### src/design/fault_diag_consts.svh
// Timing and layout constants for the low-side fault diagnostic block.
`ifndef FAULT_DIAG_CONSTS_SVH
`define FAULT_DIAG_CONSTS_SVH
`define CLK_PERIOD_NS 100
`define BLANK_STEP_TIME_NS 16000
`define FAULT_FILTER_TIME_NS 10000
`define FAULT_RETRY_TIME_NS 10000000
`define SYNC_WIDTH 27
`define SYNC_MRST 0
`define SYNC_DIS 1
`define SYNC_CS 2
`define SYNC_PAR 3
`define SYNC_SHORT 9
`define SYNC_GND 15
`define SYNC_OPEN 21
`define CH_PER_READ 3
`endif

### src/design/fault_diag_pkg.sv
// Types shared by the low-side fault diagnostic block.
package fault_diag_pkg;
  typedef enum logic [2:0] {
    ST_INVALID = 3'h0,
    ST_SHORTED_LOAD = 3'h1,
    ST_GROUND_SHORT = 3'h2,
    ST_OPEN_LOAD = 3'h3,
    ST_COMPLETE_OK = 3'h4,
    ST_ON_NO_SHORT = 3'h5,
    ST_OFF_NO_FAULT = 3'h6,
    ST_NOT_COMPLETE = 3'h7
  } status_type;
endpackage

### src/design/lowside_fault_diag_protect.sv
// Per-channel fault diagnostics, diagnostic pulses and shorted-load protection.
`timescale 1ns/100ps
`default_nettype none
`include "fault_diag_consts.svh"
module lowside_fault_diag_protect #(
  parameter int CH = 6,
  parameter int BLANK_W = 12,
  parameter int FILT_W = 10,
  parameter int RETRY_W = 20,
  parameter int RETRY_CYC = `FAULT_RETRY_TIME_NS / `CLK_PERIOD_NS
) (
  // Clock and reset.
  input wire logic clk_i,
  input wire logic rst_b_i,
  // Pins from the outside world.
  input wire logic master_reset_n_i,
  input wire logic global_disable_in_i,
  input wire logic chip_select_n_i,
  input wire logic [CH-1:0] parallel_in_i,
  // Drain feedback comparator results.
  input wire logic [CH-1:0] drain_feedback_short_i,
  input wire logic [CH-1:0] drain_feedback_ground_i,
  input wire logic [CH-1:0] drain_feedback_open_i,
  // Configuration bits.
  input wire logic [CH-1:0] gate_command_i,
  input wire logic [CH-1:0] recovery_mode_select_i,
  input wire logic [CH-1:0] open_load_diag_enable_i,
  input wire logic [CH-1:0] fast_charge_enable_i,
  input wire logic [4*CH-1:0] blanking_time_select_i,
  input wire logic [3*CH-1:0] short_threshold_select_i,
  // Diagnostic pulse requests and status read strobes.
  input wire logic [CH-1:0] off_pulse_request_i,
  input wire logic [CH-1:0] on_pulse_request_i,
  input wire logic [1:0] status_read_i,
  // Outputs.
  output logic [CH-1:0] gate_drive_out_o,
  output logic [CH-1:0] fast_charge_current_o,
  output logic [CH-1:0] open_load_active_o,
  output logic [3*CH-1:0] short_threshold_select_o,
  output logic [3*CH-1:0] status_o,
  output logic fault_flag_n_o,
  output logic fault_flag_oe_n_o
);
  import fault_diag_pkg::*;

  localparam int BLANK_STEP_CYC = (`BLANK_STEP_TIME_NS + `CLK_PERIOD_NS - 1) / `CLK_PERIOD_NS;
  localparam int FILT_CYC = (`FAULT_FILTER_TIME_NS + `CLK_PERIOD_NS - 1) / `CLK_PERIOD_NS;
  // Chip select idles high, so the synchroniser starts there and no false edge follows reset.
  localparam logic [`SYNC_WIDTH-1:0] SYNC_IDLE = `SYNC_WIDTH'(1) << `SYNC_CS;

  logic [`SYNC_WIDTH-1:0] s1_reg, s2_reg, s3_reg, sync_reg, sync_next;
  logic en_prev_reg, cs_prev_reg, flag_reg, flag_next;
  logic [CH-1:0] gate_reg, gate_next, shrt_reg, shrt_next, hold_reg, hold_next;
  logic [CH-1:0] pulse_reg, pulse_next, poff_reg, poff_next, plvl_reg, plvl_next;
  logic [CH-1:0] cmp_reg, cmp_next, fc_reg, fc_next, ol_reg, ol_next;
  logic [BLANK_W-1:0] blank_reg [CH];
  logic [BLANK_W-1:0] blank_next [CH];
  logic [FILT_W-1:0] filt_reg [CH];
  logic [FILT_W-1:0] filt_next [CH];
  status_type status_reg [CH];
  status_type status_next [CH];
  logic [RETRY_W-1:0] retry_reg, retry_next;
  logic [3*CH-1:0] thr_reg;
  logic en, en_rise, cs_rise;
  logic [CH-1:0] clr, smp, pulse_ok;

  function automatic logic [BLANK_W-1:0] blank_count(input logic [3:0] sel);
    blank_count = BLANK_W'((int'(sel) + 1) * BLANK_STEP_CYC);
  endfunction

  function automatic status_type sample_code(input logic on, input logic sh, input logic gnd,
                                             input logic opn, input logic ol_en);
    if (on) begin
      sample_code = sh ? ST_SHORTED_LOAD : ST_ON_NO_SHORT;
    end else if (gnd) begin
      sample_code = ST_GROUND_SHORT;
    end else if (opn && ol_en) begin
      sample_code = ST_OPEN_LOAD;
    end else begin
      sample_code = ST_OFF_NO_FAULT;
    end
  endfunction

  assign en = sync_reg[`SYNC_MRST] & ~sync_reg[`SYNC_DIS];
  assign en_rise = en & ~en_prev_reg;
  assign cs_rise = sync_reg[`SYNC_CS] & ~cs_prev_reg;

  always_comb begin
    for (int b = 0; b < `SYNC_WIDTH; b++) begin
      sync_next[b] = (s2_reg[b] == s3_reg[b]) ? s3_reg[b] : sync_reg[b];
    end
  end

  always_comb begin
    logic cmd, drive, lvl, ol_en, sh, gnd, opn;
    status_type code, base;
    cmd = 1'b0;
    drive = 1'b0;
    lvl = 1'b0;
    ol_en = 1'b0;
    sh = 1'b0;
    gnd = 1'b0;
    opn = 1'b0;
    code = ST_NOT_COMPLETE;
    base = ST_NOT_COMPLETE;
    flag_next = 1'b0;
    clr = '0;
    smp = '0;
    pulse_ok = '0;
    retry_next = retry_reg;
    for (int i = 0; i < CH; i++) begin
      sh = sync_reg[`SYNC_SHORT + i];
      gnd = sync_reg[`SYNC_GND + i];
      opn = sync_reg[`SYNC_OPEN + i];
      cmd = sync_reg[`SYNC_PAR + i] | gate_command_i[i];
      hold_next[i] = hold_reg[i] & en & recovery_mode_select_i[i] & (retry_reg != RETRY_W'(1));
      shrt_next[i] = shrt_reg[i] & ~en_rise;
      pulse_next[i] = pulse_reg[i] & en & (blank_reg[i] != BLANK_W'(1));
      poff_next[i] = poff_reg[i];
      plvl_next[i] = plvl_reg[i];
      pulse_ok[i] = cs_rise & en & (on_pulse_request_i[i] ^ off_pulse_request_i[i])
                    & (status_reg[i] != ST_SHORTED_LOAD) & ~pulse_reg[i]
                    & (blank_reg[i] == '0) & ~hold_reg[i];
      if (pulse_ok[i]) begin
        pulse_next[i] = 1'b1;
        poff_next[i] = off_pulse_request_i[i];
        plvl_next[i] = ~gate_reg[i];
        shrt_next[i] = 1'b0;
      end
      drive = en & ~shrt_next[i] & ~hold_next[i] & cmd;
      lvl = pulse_next[i] ? plvl_next[i] : drive;
      gate_next[i] = lvl;
      if (en_rise || (lvl != gate_reg[i])) begin
        blank_next[i] = blank_count(blanking_time_select_i[4*i +: 4]);
      end else if (blank_reg[i] != '0) begin
        blank_next[i] = blank_reg[i] - BLANK_W'(1);
      end else begin
        blank_next[i] = '0;
      end
      ol_en = open_load_diag_enable_i[i] | (pulse_reg[i] & poff_reg[i]);
      ol_next[i] = en & ~gate_reg[i] & ol_en;
      fc_next[i] = en & ~gate_reg[i] & ol_en & fast_charge_enable_i[i] & (blank_reg[i] != '0);
      cmp_next[i] = gate_reg[i] ? sh : (gnd | (opn & ol_en));
      if (!en) begin
        filt_next[i] = '0;
      end else if ((cmp_next[i] != cmp_reg[i]) && (filt_reg[i] == '0)) begin
        filt_next[i] = FILT_W'(FILT_CYC);
      end else if (filt_reg[i] != '0) begin
        filt_next[i] = filt_reg[i] - FILT_W'(1);
      end else begin
        filt_next[i] = '0;
      end
      smp[i] = en & ((blank_reg[i] == BLANK_W'(1)) | (filt_reg[i] == FILT_W'(1)));
      code = sample_code(gate_reg[i], sh, gnd, opn, ol_en);
      clr[i] = status_read_i[i / `CH_PER_READ] | ~sync_reg[`SYNC_MRST];
      base = clr[i] ? ST_NOT_COMPLETE : status_reg[i];
      status_next[i] = (smp[i] && (code < base)) ? code : base;
      if (smp[i] && code == ST_SHORTED_LOAD) begin
        if (recovery_mode_select_i[i]) begin
          hold_next[i] = 1'b1;
          if (retry_reg <= RETRY_W'(1)) begin
            retry_next = RETRY_W'(RETRY_CYC);
          end
        end else begin
          shrt_next[i] = 1'b1;
        end
      end
      if (status_next[i] inside {ST_SHORTED_LOAD, ST_GROUND_SHORT, ST_OPEN_LOAD}) begin
        flag_next = 1'b1;
      end
    end
    if (!en || hold_next == '0) begin
      retry_next = '0;
    end else if (retry_reg != '0 && retry_next == retry_reg) begin
      retry_next = retry_reg - RETRY_W'(1);
    end
    flag_next = flag_next & en & sync_reg[`SYNC_CS];
  end

  always_ff @(posedge clk_i) begin
    if (!rst_b_i) begin
      s1_reg <= SYNC_IDLE;
      s2_reg <= SYNC_IDLE;
      s3_reg <= SYNC_IDLE;
      sync_reg <= SYNC_IDLE;
      en_prev_reg <= 1'b0;
      cs_prev_reg <= 1'b1;
      flag_reg <= 1'b0;
      gate_reg <= '0;
      shrt_reg <= '0;
      hold_reg <= '0;
      pulse_reg <= '0;
      poff_reg <= '0;
      plvl_reg <= '0;
      cmp_reg <= '0;
      fc_reg <= '0;
      ol_reg <= '0;
      retry_reg <= '0;
      thr_reg <= '0;
      for (int i = 0; i < CH; i++) begin
        blank_reg[i] <= '0;
        filt_reg[i] <= '0;
        status_reg[i] <= ST_NOT_COMPLETE;
      end
    end else begin
      s1_reg <= {drain_feedback_open_i, drain_feedback_ground_i, drain_feedback_short_i,
                 parallel_in_i, chip_select_n_i, global_disable_in_i, master_reset_n_i};
      s2_reg <= s1_reg;
      s3_reg <= s2_reg;
      sync_reg <= sync_next;
      en_prev_reg <= en;
      cs_prev_reg <= sync_reg[`SYNC_CS];
      flag_reg <= flag_next;
      gate_reg <= gate_next;
      shrt_reg <= shrt_next;
      hold_reg <= hold_next;
      pulse_reg <= pulse_next;
      poff_reg <= poff_next;
      plvl_reg <= plvl_next;
      cmp_reg <= cmp_next;
      fc_reg <= fc_next;
      ol_reg <= ol_next;
      retry_reg <= retry_next;
      thr_reg <= short_threshold_select_i;
      for (int i = 0; i < CH; i++) begin
        blank_reg[i] <= blank_next[i];
        filt_reg[i] <= filt_next[i];
        status_reg[i] <= status_next[i];
      end
    end
  end

  always_comb begin
    for (int i = 0; i < CH; i++) begin
      status_o[3*i +: 3] = status_reg[i];
    end
  end

  assign gate_drive_out_o = gate_reg;
  assign fast_charge_current_o = fc_reg;
  assign open_load_active_o = ol_reg;
  assign short_threshold_select_o = thr_reg;
  assign fault_flag_n_o = 1'b0;
  assign fault_flag_oe_n_o = ~flag_reg;
endmodule
`default_nettype wire

### config.mk
export PLATFORM = sky130hd
export DESIGN_NAME = lowside_fault_diag_protect
export DESIGN_NICKNAME = d
export VERILOG_FILES = /design/src/design/fault_diag_pkg.sv /design/src/design/lowside_fault_diag_protect.sv
export VERILOG_INCLUDE_DIRS = /design/src /design/src/design
export SDC_FILE = /design/constraint.sdc
export NUM_CORES = 1
export LEC_CHECK = 0
export BUFFER_PORTS_ARGS = -buffer_cell sky130_fd_sc_hd__buf_2
export CORE_UTILIZATION = 53
export CTS_CLUSTER_SIZE = 12
export DETAILED_ROUTE_END_ITERATION = 6
export GPL_ROUTABILITY_DRIVEN = 0
export GPL_TIMING_DRIVEN = 0
export HOLD_SLACK_MARGIN = 0.06
export PLACE_DENSITY = 0.76
export SYNTH_ARGS = -nofsm -noshare
export SYNTH_HDL_FRONTEND = slang
export SYNTH_SLANG_ARGS = --single-unit
export TNS_END_PERCENT = 5
### constraint.sdc
create_clock -name clk_i -period 2.8 [get_ports clk_i]
set_clock_uncertainty 0.05 [all_clocks]
set_input_delay 0.28 -clock clk_i [delete_from_list [all_inputs] [get_ports clk_i]]
set_output_delay 0.28 -clock clk_i [all_outputs]
set_load 0.02 [all_outputs]
== After elaboration in Yosys (flattened, before gate mapping) ==
Memory sizes are Yosys's and may differ from the RTL's.
Index checks and enable logic that the tools add are counted.
Operators by class
  $add $sub $neg: 19
  $mul: 6
  div/mod/pow operators: 0
  magnitude comparators: 7
  equal/unequal tests: 89
  shifts and indexed selects: 0
  mux-type cells: 165
  bitwise logic cells: 219
  reduce and logical (&&, ||, !) cells: 66
Operators with widths (count)
  $mux W20: 19
  $mux W10: 24
  $mux W12: 18
  $and A1 B1 Y1: 132
  $mux W3: 42
  $eq A12 B1 Y1 const B: 6
  $logic_not A12 Y1: 6
  $ne A12 B1 Y1 const B: 6
  $reduce_bool A12 Y1: 6
  $sub A12 B1 Y12 const B: 6
  $mux W1: 62
  $eq A10 B1 Y1 const B: 6
  $logic_not A10 Y1: 6
  $reduce_bool A10 Y1: 6
  $sub A10 B1 Y10 const B: 6
  $or A1 B1 Y1: 44
  $mul A5 B3 Y7 const B: 6
  $not A1 Y1: 37
  $eq A3 B1 Y1 const B: 12
  $eq A3 B2 Y1 const B: 12
  $add A4 B1 Y5 const B: 6
  $eq A1 B1 Y1: 27
  $logic_and A1 B1 Y1: 25
  $eq A20 B20 Y1: 1
  13 further kinds: 50
Storage, ports and cells
  flip-flop bits (word level): 203
  latch bits: 0
  RAM bits: 150
  memory bits (read-only): 0
  input bits: 109
  output and inout port bits: 56
  logic and storage cells: 623
  memories: 3
Memories
  blank_reg: words 6, width 12, rd ports 6, clocked after memory_dff 0, wr ports 6, line lowside_fault_diag_protect.sv:56  | logic [BLANK_W-1:0] blank_reg [CH];
  filt_reg: words 6, width 10, rd ports 6, clocked after memory_dff 0, wr ports 6, line lowside_fault_diag_protect.sv:58  | logic [FILT_W-1:0] filt_reg [CH];
  status_reg: words 6, width 3, rd ports 6, clocked after memory_dff 0, wr ports 6, line lowside_fault_diag_protect.sv:60  | status_type status_reg [CH];

== Logic depth before layout (Yosys ltp) ==
Gate-level depths: netlist (run 1).
  depth after elaboration: 27
  gate-level depth with buffers: 12
  mapped depth without buffers: 12

== Least setup slack after synthesis (run 1) ==
Ideal clock, no wire load.
  path type: register to register
  from: register sync_reg[0]
  to: register flag_reg
  arrival: 2.557 ns
  data required time: 2.610 ns
  path slack: 0.053 ns
  stages on the path, launching flop included: 13
  cell sequence: dfxtp_1 clkbuf_1 nand2b_1 clkbuf_1 nor2_1 ha_1 or2_2 a2111oi_0 o32ai_1 nand3b_1 nand4_1 nor4_1 a41oi_2
On the way
  cells in the longest elaborated chain, start to end: 16
  elaborated cells on any way between the ends: 66
  classes of those cells: order compare (6); eq/ne (18); mux (18); bitwise (12); reduce/logical (12)
RTL lines
  from (decl): line lowside_fault_diag_protect.sv:51  | logic [`SYNC_WIDTH-1:0] s1_reg, s2_reg, s3_reg, sync_reg, sync_next;
  from (signal assigned): line lowside_fault_diag_protect.sv:210  | sync_reg <= sync_next;
  $not A1 Y1: line lowside_fault_diag_protect.sv:155  | clr[i] = status_read_i[i / `CH_PER_READ] | ~sync_reg[`SYNC_MRST];
  $or A1 B1 Y1: line lowside_fault_diag_protect.sv:155
  $mux W3: line lowside_fault_diag_protect.sv:156  | base = clr[i] ? ST_NOT_COMPLETE : status_reg[i];
  $lt A3 B3 Y1: line lowside_fault_diag_protect.sv:157  | status_next[i] = (smp[i] && (code < base)) ? code : base;
  $logic_and A1 B1 Y1: line lowside_fault_diag_protect.sv:157
  $mux W3: line lowside_fault_diag_protect.sv:157
  $eq A3 B1 Y1 / $eq A3 B2 Y1 (equally long branches): line lowside_fault_diag_protect.sv:168  | if (status_next[i] inside {ST_SHORTED_LOAD, ST_GROUND_SHORT, ST_OPEN_LOAD}) begin
  $reduce_bool A3 Y1: line lowside_fault_diag_protect.sv:168
  $mux W1 (6 in a row): line lowside_fault_diag_protect.sv:168
  $and A1 B1 Y1 (*) (2 in a row): line lowside_fault_diag_protect.sv:177  | flag_next = flag_next & en & sync_reg[`SYNC_CS];
  to (signal assigned): line lowside_fault_diag_protect.sv:213  | flag_reg <= flag_next;
  to (decl): line lowside_fault_diag_protect.sv:52  | logic en_prev_reg, cs_prev_reg, flag_reg, flag_next;
Mark *: on every way between the ends. The rest lies on a longest branch, timed or not.
A chain may end at the register's enable or synchronous reset.

==> impl_metrics.tcl, run 1 <==
set metrics [dict create \
    ys.warnings.count 0 \
    maxUsedRoutingLayer "met5" \
    dieWidth_um 175.4 \
    num_rows 63 \
    crit_arrival_ns 3.12 \
    r2r_cells 9 \
    core_um2 29640 \
    die_h_um 175.4 \
    drv_slew 0 \
    synth_cells 1771 \
    largest_reg_flops 72 \
    reg2reg_slack_ns -0.02 \
    pre_cts_ws_ns -0.9939 \
    yosysMostFrequentCell "dfxtp_1" \
    wl_met3_mm 3.018 \
    antenna_found_initial 3 \
    rr_startpoint "filt_reg[0][1]" \
    ys_top_cells_by_area "dfxtp_1 44%, ha_1 6.2%, xnor2_1 4.8%" \
    clk_pin_slew_worst_paths_ns 0.06 \
    p_leak_nw 8.271 \
    drc 0 \
    vias 14084 \
    ys_seq_area_share_pct 44.33 \
    wl_mm 44.30 \
    setup_viol 1 \
    post-synth-top-area-cell "dfxtp_1" \
    cts_sinks 353 \
    cap_viol_max_count 0 \
    nets 2245 \
    vias_per_cell 5.716 \
    htree_num_levels 2 \
    portBuffers 162 \
    post_drt_wl_per_cell_um 17.98 \
    cp_max_fo 4 \
    grt_overflow 0 \
    rsz0062_at_grt "true" \
    worstPathRequired_ns 3.11 \
    tritoncts "yes" \
    ys_ff_latch 353 \
    post-dp-hpwl_mm 30.91 \
    r2r-end "flag_reg" \
    path_class "register to register" \
    start_util_pct 53.78 \
    worst_slack_ns -0.01647 \
    syn_avg_cell_area_um2 9.001 \
    utilization_pct 65.77 \
    startpoint_type "register" \
    grt_pass1_vias 13563 \
    wl_met2_mm 21.21 \
    hp-class "input pin to register" \
    cp-endpoint "flag_reg" \
    clockBufferDepth 3 \
    setup-tns-final_ns -0.01647 \
    fin_crit_sh_pct 100.6 \
    ir_drop_v 0.0004031 \
    ant_nets 0 \
    syn_to_final_growth_pct 22.29 \
    syn-cell-area_um2 15940 \
    netlist.area_leader.share_pct 44.33 \
    ys.flop_type "dfxtp_1" \
    violations "negative setup slack" \
    layout-drive-gt1-share_pct 15.35 \
    clock_latency_ns 0.53 \
    dieArea_um2 30770 \
    cts-root-buf "clkbuf_16" \
    synth_edf_count 0 \
    crit_path_start "filt_reg[0][1]" \
    synthTopCellsByCount "353 x dfxtp_1, 187 x nor2_1, 147 x nand2_1, 106 x and2_1, 89 x a21oi_1" \
    synth_cell_types 87 \
    tightest_slew_ns 0.8817 \
    first_iter_violations 1255 \
    cts_made_buffers 38 \
    total_power_mw 14.31 \
    wl_met1_mm 17.96 \
    grt_first_pass_wirelength_mm 68.09 \
    io_pins 165 \
    grt_max_degree 13 \
    min_period_ns 2.816 \
    fmax_ghz 0.3551 \
    drtPass1Iterations 6 \
    hold_viol 0 \
    async_reset_ff_share_pct 0 \
    synth.net_count 1965 \
    power.density_nw_per_um2 734.2 \
    end_kind "register" \
    slew_headroom_pct 41.22 \
    outcome "finished with violations" \
    grtUsageTotal_pct 27.92 \
]
worst min path at each step:
| stage | startpoint | to | slack (ns) | cells past startpoint |
|---|---|---|---|---|
| floorplan | chip_select_n_i | s1_reg[2] | 0.33 | 1 |
| global placement | s1_reg[2] | s2_reg[2] | 0.35 | 1 |
| detailed placement | s1_reg[2] | s2_reg[2] | 0.35 | 1 |
| CTS | blanking_time_select_i[8] | blank_reg[2][7] | 0.08 | 4 |
| global route | blanking_time_select_i[8] | blank_reg[2][7] | 0.12 | 4 |
| finish | blanking_time_select_i[8] | blank_reg[2][7] | 0.09 | 4 |
layout by cell type, fill, tap and decap left out, drive strengths merged, types with 7 or more instances in the layout:
master / n
dfxtp: 353
nor2: 187
buf: 183
nand2: 148
and2: 108
a21oi: 91
xnor2: 90
clkbuf: 88
nand3: 83
o21ai: 82
ha: 79
dlygate4sd3: 74
xor2: 61
nor3: 56
inv: 47
nor4: 32
nand4: 31
o31ai: 25
and3: 21
nand2b: 16
mux2i: 16
or3: 13
o21bai: 13
a21o: 12
nor2b: 12
a211oi: 10
or4: 10
nor3b: 9
o211ai: 9
nand3b: 8
a31oi: 8
o22ai: 7
routing by layer:
layer / GRT usage (%) / vias to the layer above
met3: 4.827 / 161
met1: 33.43 / 6620
met2: 48.64 / 569
met4: 12.93 / 2
li1: - / 6732
met5: 0 / -
kinds of logic (layout without fill, tap and decap cells):
group | after synthesis | in the layout | synth area share (%)
adder cells (fa/ha/maj) | 85 | 85 | 6.955
AO/OA/AOI/OAI | 300 | 300 | 11.88
other | 1 | 4 | 0.02353
multiplexers | 21 | 21 | 1.476
AND/OR/NAND/NOR | 761 | 761 | 24.51
XOR/XNOR | 151 | 151 | 8.391
buffers and inverters | 99 | 399 | 2.425
flip-flops | 353 | 353 | 44.33
area by class of cell:
| type | count | area [um^2] |
|---|---|---|
| diodes | 3 | 7.507 |
| plain buffers | 48 | 227.7 |
| clock buffers | 53 | 1139 |
| clock inverters | 7 | 38.79 |
| fillers | 2388 | 10140 |
| inverters | 47 | 180.2 |
| multi-input cells | 1319 | 8732 |
| flip-flops and latches | 353 | 7069 |
| well taps | 390 | 488.0 |
| repair buffers | 244 | 1612 |
where the power goes:
group,total [mW],switching (mW),internal [mW]
sequential,6.05,0.514,5.54
clock,4.78,1.97,2.81
combinational,3.49,1.95,1.54
total,14.3,4.43,9.88
metrics by stage:
step                      cells  instance area, um^2  hold slack, ns
final                      2464                19490         0.08849
after detailed placement   2323                17240          0.3462
after global routing       2462                19490          0.1166
after floorplan            1771                15940          0.3315
after CTS                  2457                19280         0.08439
after global placement     2323                17240          0.3479
repair_timing:
| item | CTS | global route |
|---|---|---|
| buffers inserted | 1 | 7 |
| hold buffers | 74 | 0 |
| pin swaps | 3 | 9 |
| setup endpoints to repair | 162 | 96 |
| gates resized for setup | 32 | 42 |
| hold endpoints to repair | 72 | 0 |
critical path, cell delays in order (launching register included):
cell     delay [ns]
dfxtp_1        0.31
inv_1          0.09
ha_1           0.16
or3b_2         0.44
or4_4          0.48
a21oi_4        0.20
or3b_4         0.45
and2_4         0.19
o31ai_4        0.06
a41oi_2        0.22
Note: power is estimated with default switching activity, not from simulation.
==> run 2: changes to the inputs <==
--- a/config.mk
+++ b/config.mk
@@ -6,14 +6,15 @@
 export SDC_FILE = /design/constraint.sdc
 export NUM_CORES = 1
 export LEC_CHECK = 0
-export BUFFER_PORTS_ARGS = -buffer_cell sky130_fd_sc_hd__buf_2
+export BUFFER_PORTS_ARGS = -buffer_cell sky130_fd_sc_hd__clkbuf_2
+export CAP_MARGIN = 15
 export CORE_UTILIZATION = 53
 export CTS_CLUSTER_SIZE = 12
 export DETAILED_ROUTE_END_ITERATION = 6
 export GPL_ROUTABILITY_DRIVEN = 0
 export GPL_TIMING_DRIVEN = 0
 export HOLD_SLACK_MARGIN = 0.06
-export PLACE_DENSITY = 0.76
+export PLACE_DENSITY_LB_ADDON = 0.25
 export SYNTH_ARGS = -nofsm -noshare
 export SYNTH_HDL_FRONTEND = slang
 export SYNTH_SLANG_ARGS = --single-unit
==> run 2 against run 1 <==
Effect of this change: via count decreased by 1.8%; clock power increased by 7.9%; highest routed layer is now met4; power increased by 2.6%; non-clock buffer count increased by 4; sequential share of layout area decreased by 0.33 points; the flow finishes with violations (design-rule violations, negative setup slack).
==> impl_metrics.tcl, run 2 (synthesis results as in run 1) <==
set metrics [dict create \
    clock_latency_ns 0.53 \
    grt_util_met2_pct 47.12 \
    path_depth 9 \
    slew_headroom_pct 40.55 \
    rr_startpoint "filt_reg[0][1]" \
    grtUsageTotal_pct 27.95 \
    min_period_ns 2.809 \
    antenna-diode-count 0 \
    p_leak_nw 8.390 \
    first_iter_violations 1047 \
    utilization_pct 66.43 \
    r2r-end "flag_reg" \
    drtPass1Iterations 7 \
    cts_sinks 353 \
    mostFrequentLayoutCells "348 x dfxtp_1, 185 x nor2_1, 166 x clkbuf_2" \
    final_common_cell "dfxtp_1" \
    worstPathCellList "inv_2 -> ha_1 -> or3b_4 -> or4_4 -> a21oi_4 -> or3b_4 -> and2_4 -> o31ai_4 -> a41oi_2" \
    wl_mm 43.61 \
    place_area_um2 17240 \
    grt_pass1_vias 13517 \
    crit_path_start "filt_reg[0][1]" \
    io_pins 165 \
    switchingPower_mw 4.453 \
    cp_max_fo 4 \
    rsz0062_at_grt "true" \
    max_stage_delay_ns 0.54 \
    met3_usage_pct 5.173 \
    nets 2250 \
    end_kind "register" \
    cts-root-buf "clkbuf_16" \
    slowest_stage "or4_4" \
    cp-endpoint "flag_reg" \
    hold_viol 0 \
    post-dp-hpwl_mm 30.80 \
    violations "design-rule violations, negative setup slack" \
    num_rows 63 \
    stdcell_area_um2 19690 \
    ir_drop_v 0.0005794 \
    stdcell_count 2471 \
    grt.busiest_layer "met2" \
    internal_power_mw 10.24 \
    p_clk_share_pct 35.1 \
    setup_viol 1 \
    worstPathRequired_ns 3.11 \
    pre_cts_ws_ns -0.8371 \
    vias_per_cell 5.599 \
    p_seq_share_pct 41.2 \
    largest_reg_flops 72 \
    path_delay_family "simple AND/OR/NAND/NOR gates" \
    drv_slew 0 \
    layout-drive-gt1-share_pct 15.81 \
    cap_viol_max_count 0 \
    die_h_um 175.4 \
    cts_made_buffers 39 \
    start_util_pct 53.78 \
    vias 13835 \
    holdWs_ns 0.09154 \
    outcome "finished with violations" \
    power.density_nw_per_um2 746.2 \
    fmax_ghz 0.3561 \
    tritoncts "yes" \
    reg2reg_slack_ns -0.009 \
    fillers 2416 \
    syn_to_final_growth_pct 23.51 \
    drc 1 \
    total_power_mw 14.69 \
    worst_slack_ns -0.008545 \
    setup-tns-final_ns -0.008545 \
    startpoint_type "register" \
    swShare_pct 30.31 \
    crit_top_cell "or3b_4" \
    dp.cells 2323 \
    met1_usage_pct 34.81 \
    core_um2 29640 \
    grt_overflow 0 \
    hp-class "input pin to register" \
    power_frac_comb_pct 23.7 \
    crit_arrival_ns 3.11 \
    post_drt_wl_per_cell_um 17.65 \
    antenna_found_initial 1 \
    grt_max_degree 13 \
    grt_first_pass_wirelength_mm 68.37 \
    cp_num_buf_inv 1 \
    dieWidth_um 175.4 \
    path_class "register to register" \
    clockBufferDepth 3 \
    clk_pin_slew_worst_paths_ns 0.06 \
    tightest_slew_ns 0.8918 \
    dieArea_um2 30770 \
    fin_crit_sh_pct 100.3 \
    portBuffers 162 \
    htree_num_levels 2 \
    r2r_cells 9 \
    ant_nets 0 \
]
[run 2: layer usage]
metal	vias up	wire, um
met4	0	1708
met3	133	3480
met2	524	20450
li1	6755	-
met5	-	0
met1	6423	17970
[run 2: cell type report]
cell class                 instances  area (um^2)  area share, %
multi-input combinational       1319         8757          44.48
sequential                       353         7076          35.94
timing repair buffer             248         1654          8.402
clock buffer                      54         1124          5.707
tap                              390        488.0          2.479
buffer                            48        234.0          1.188
inverter                          47        180.2         0.9152
clock inverter                    12        175.2         0.8897
[run 2: repair_timing]
item / 4_1_cts / 5_1_grt
cloned: 0 / 0
endpoints found under the setup margin: 159 / 134
hold buffers: 74 / 0
setup buffers: 3 / 9
pin swaps: 5 / 17
endpoints found under the hold margin: 72 / 0
gates resized for setup: 36 / 41
[run 2: worst min-delay path by stage]
stage,cells after the start,startpoint,endpoint
2_1_floorplan,1,chip_select_n_i,s1_reg[2]
3_3_place_gp,1,s1_reg[2],s2_reg[2]
3_5_place_dp,1,s1_reg[2],s2_reg[2]
4_1_cts,4,blanking_time_select_i[8],blank_reg[2][7]
5_1_grt,4,blanking_time_select_i[8],blank_reg[2][7]
6_report,4,blanking_time_select_i[8],blank_reg[2][7]
[run 2: tightest hold or removal path: cells and delay by family]
family,cells,cell delay [ns]
buffers and inverters,1,0.14
and+or+nand+nor,1,0.06
xor gates and xnor gates,1,0.08
muxes,1,0.06
[run 2: power groups by stage]
| stage | registers (mW) | logic (mW) | clock network [mW] |
|---|---|---|---|
| floorplan | 6.03 | 2.54 | 0 |
| global placement | 6.09 | 3.16 | 0 |
| detailed placement | 6.12 | 3.23 | 0 |
| CTS | 6.02 | 3.40 | 5.23 |
| global route | 6.13 | 3.89 | 5.44 |
| finish | 6.06 | 3.48 | 5.16 |
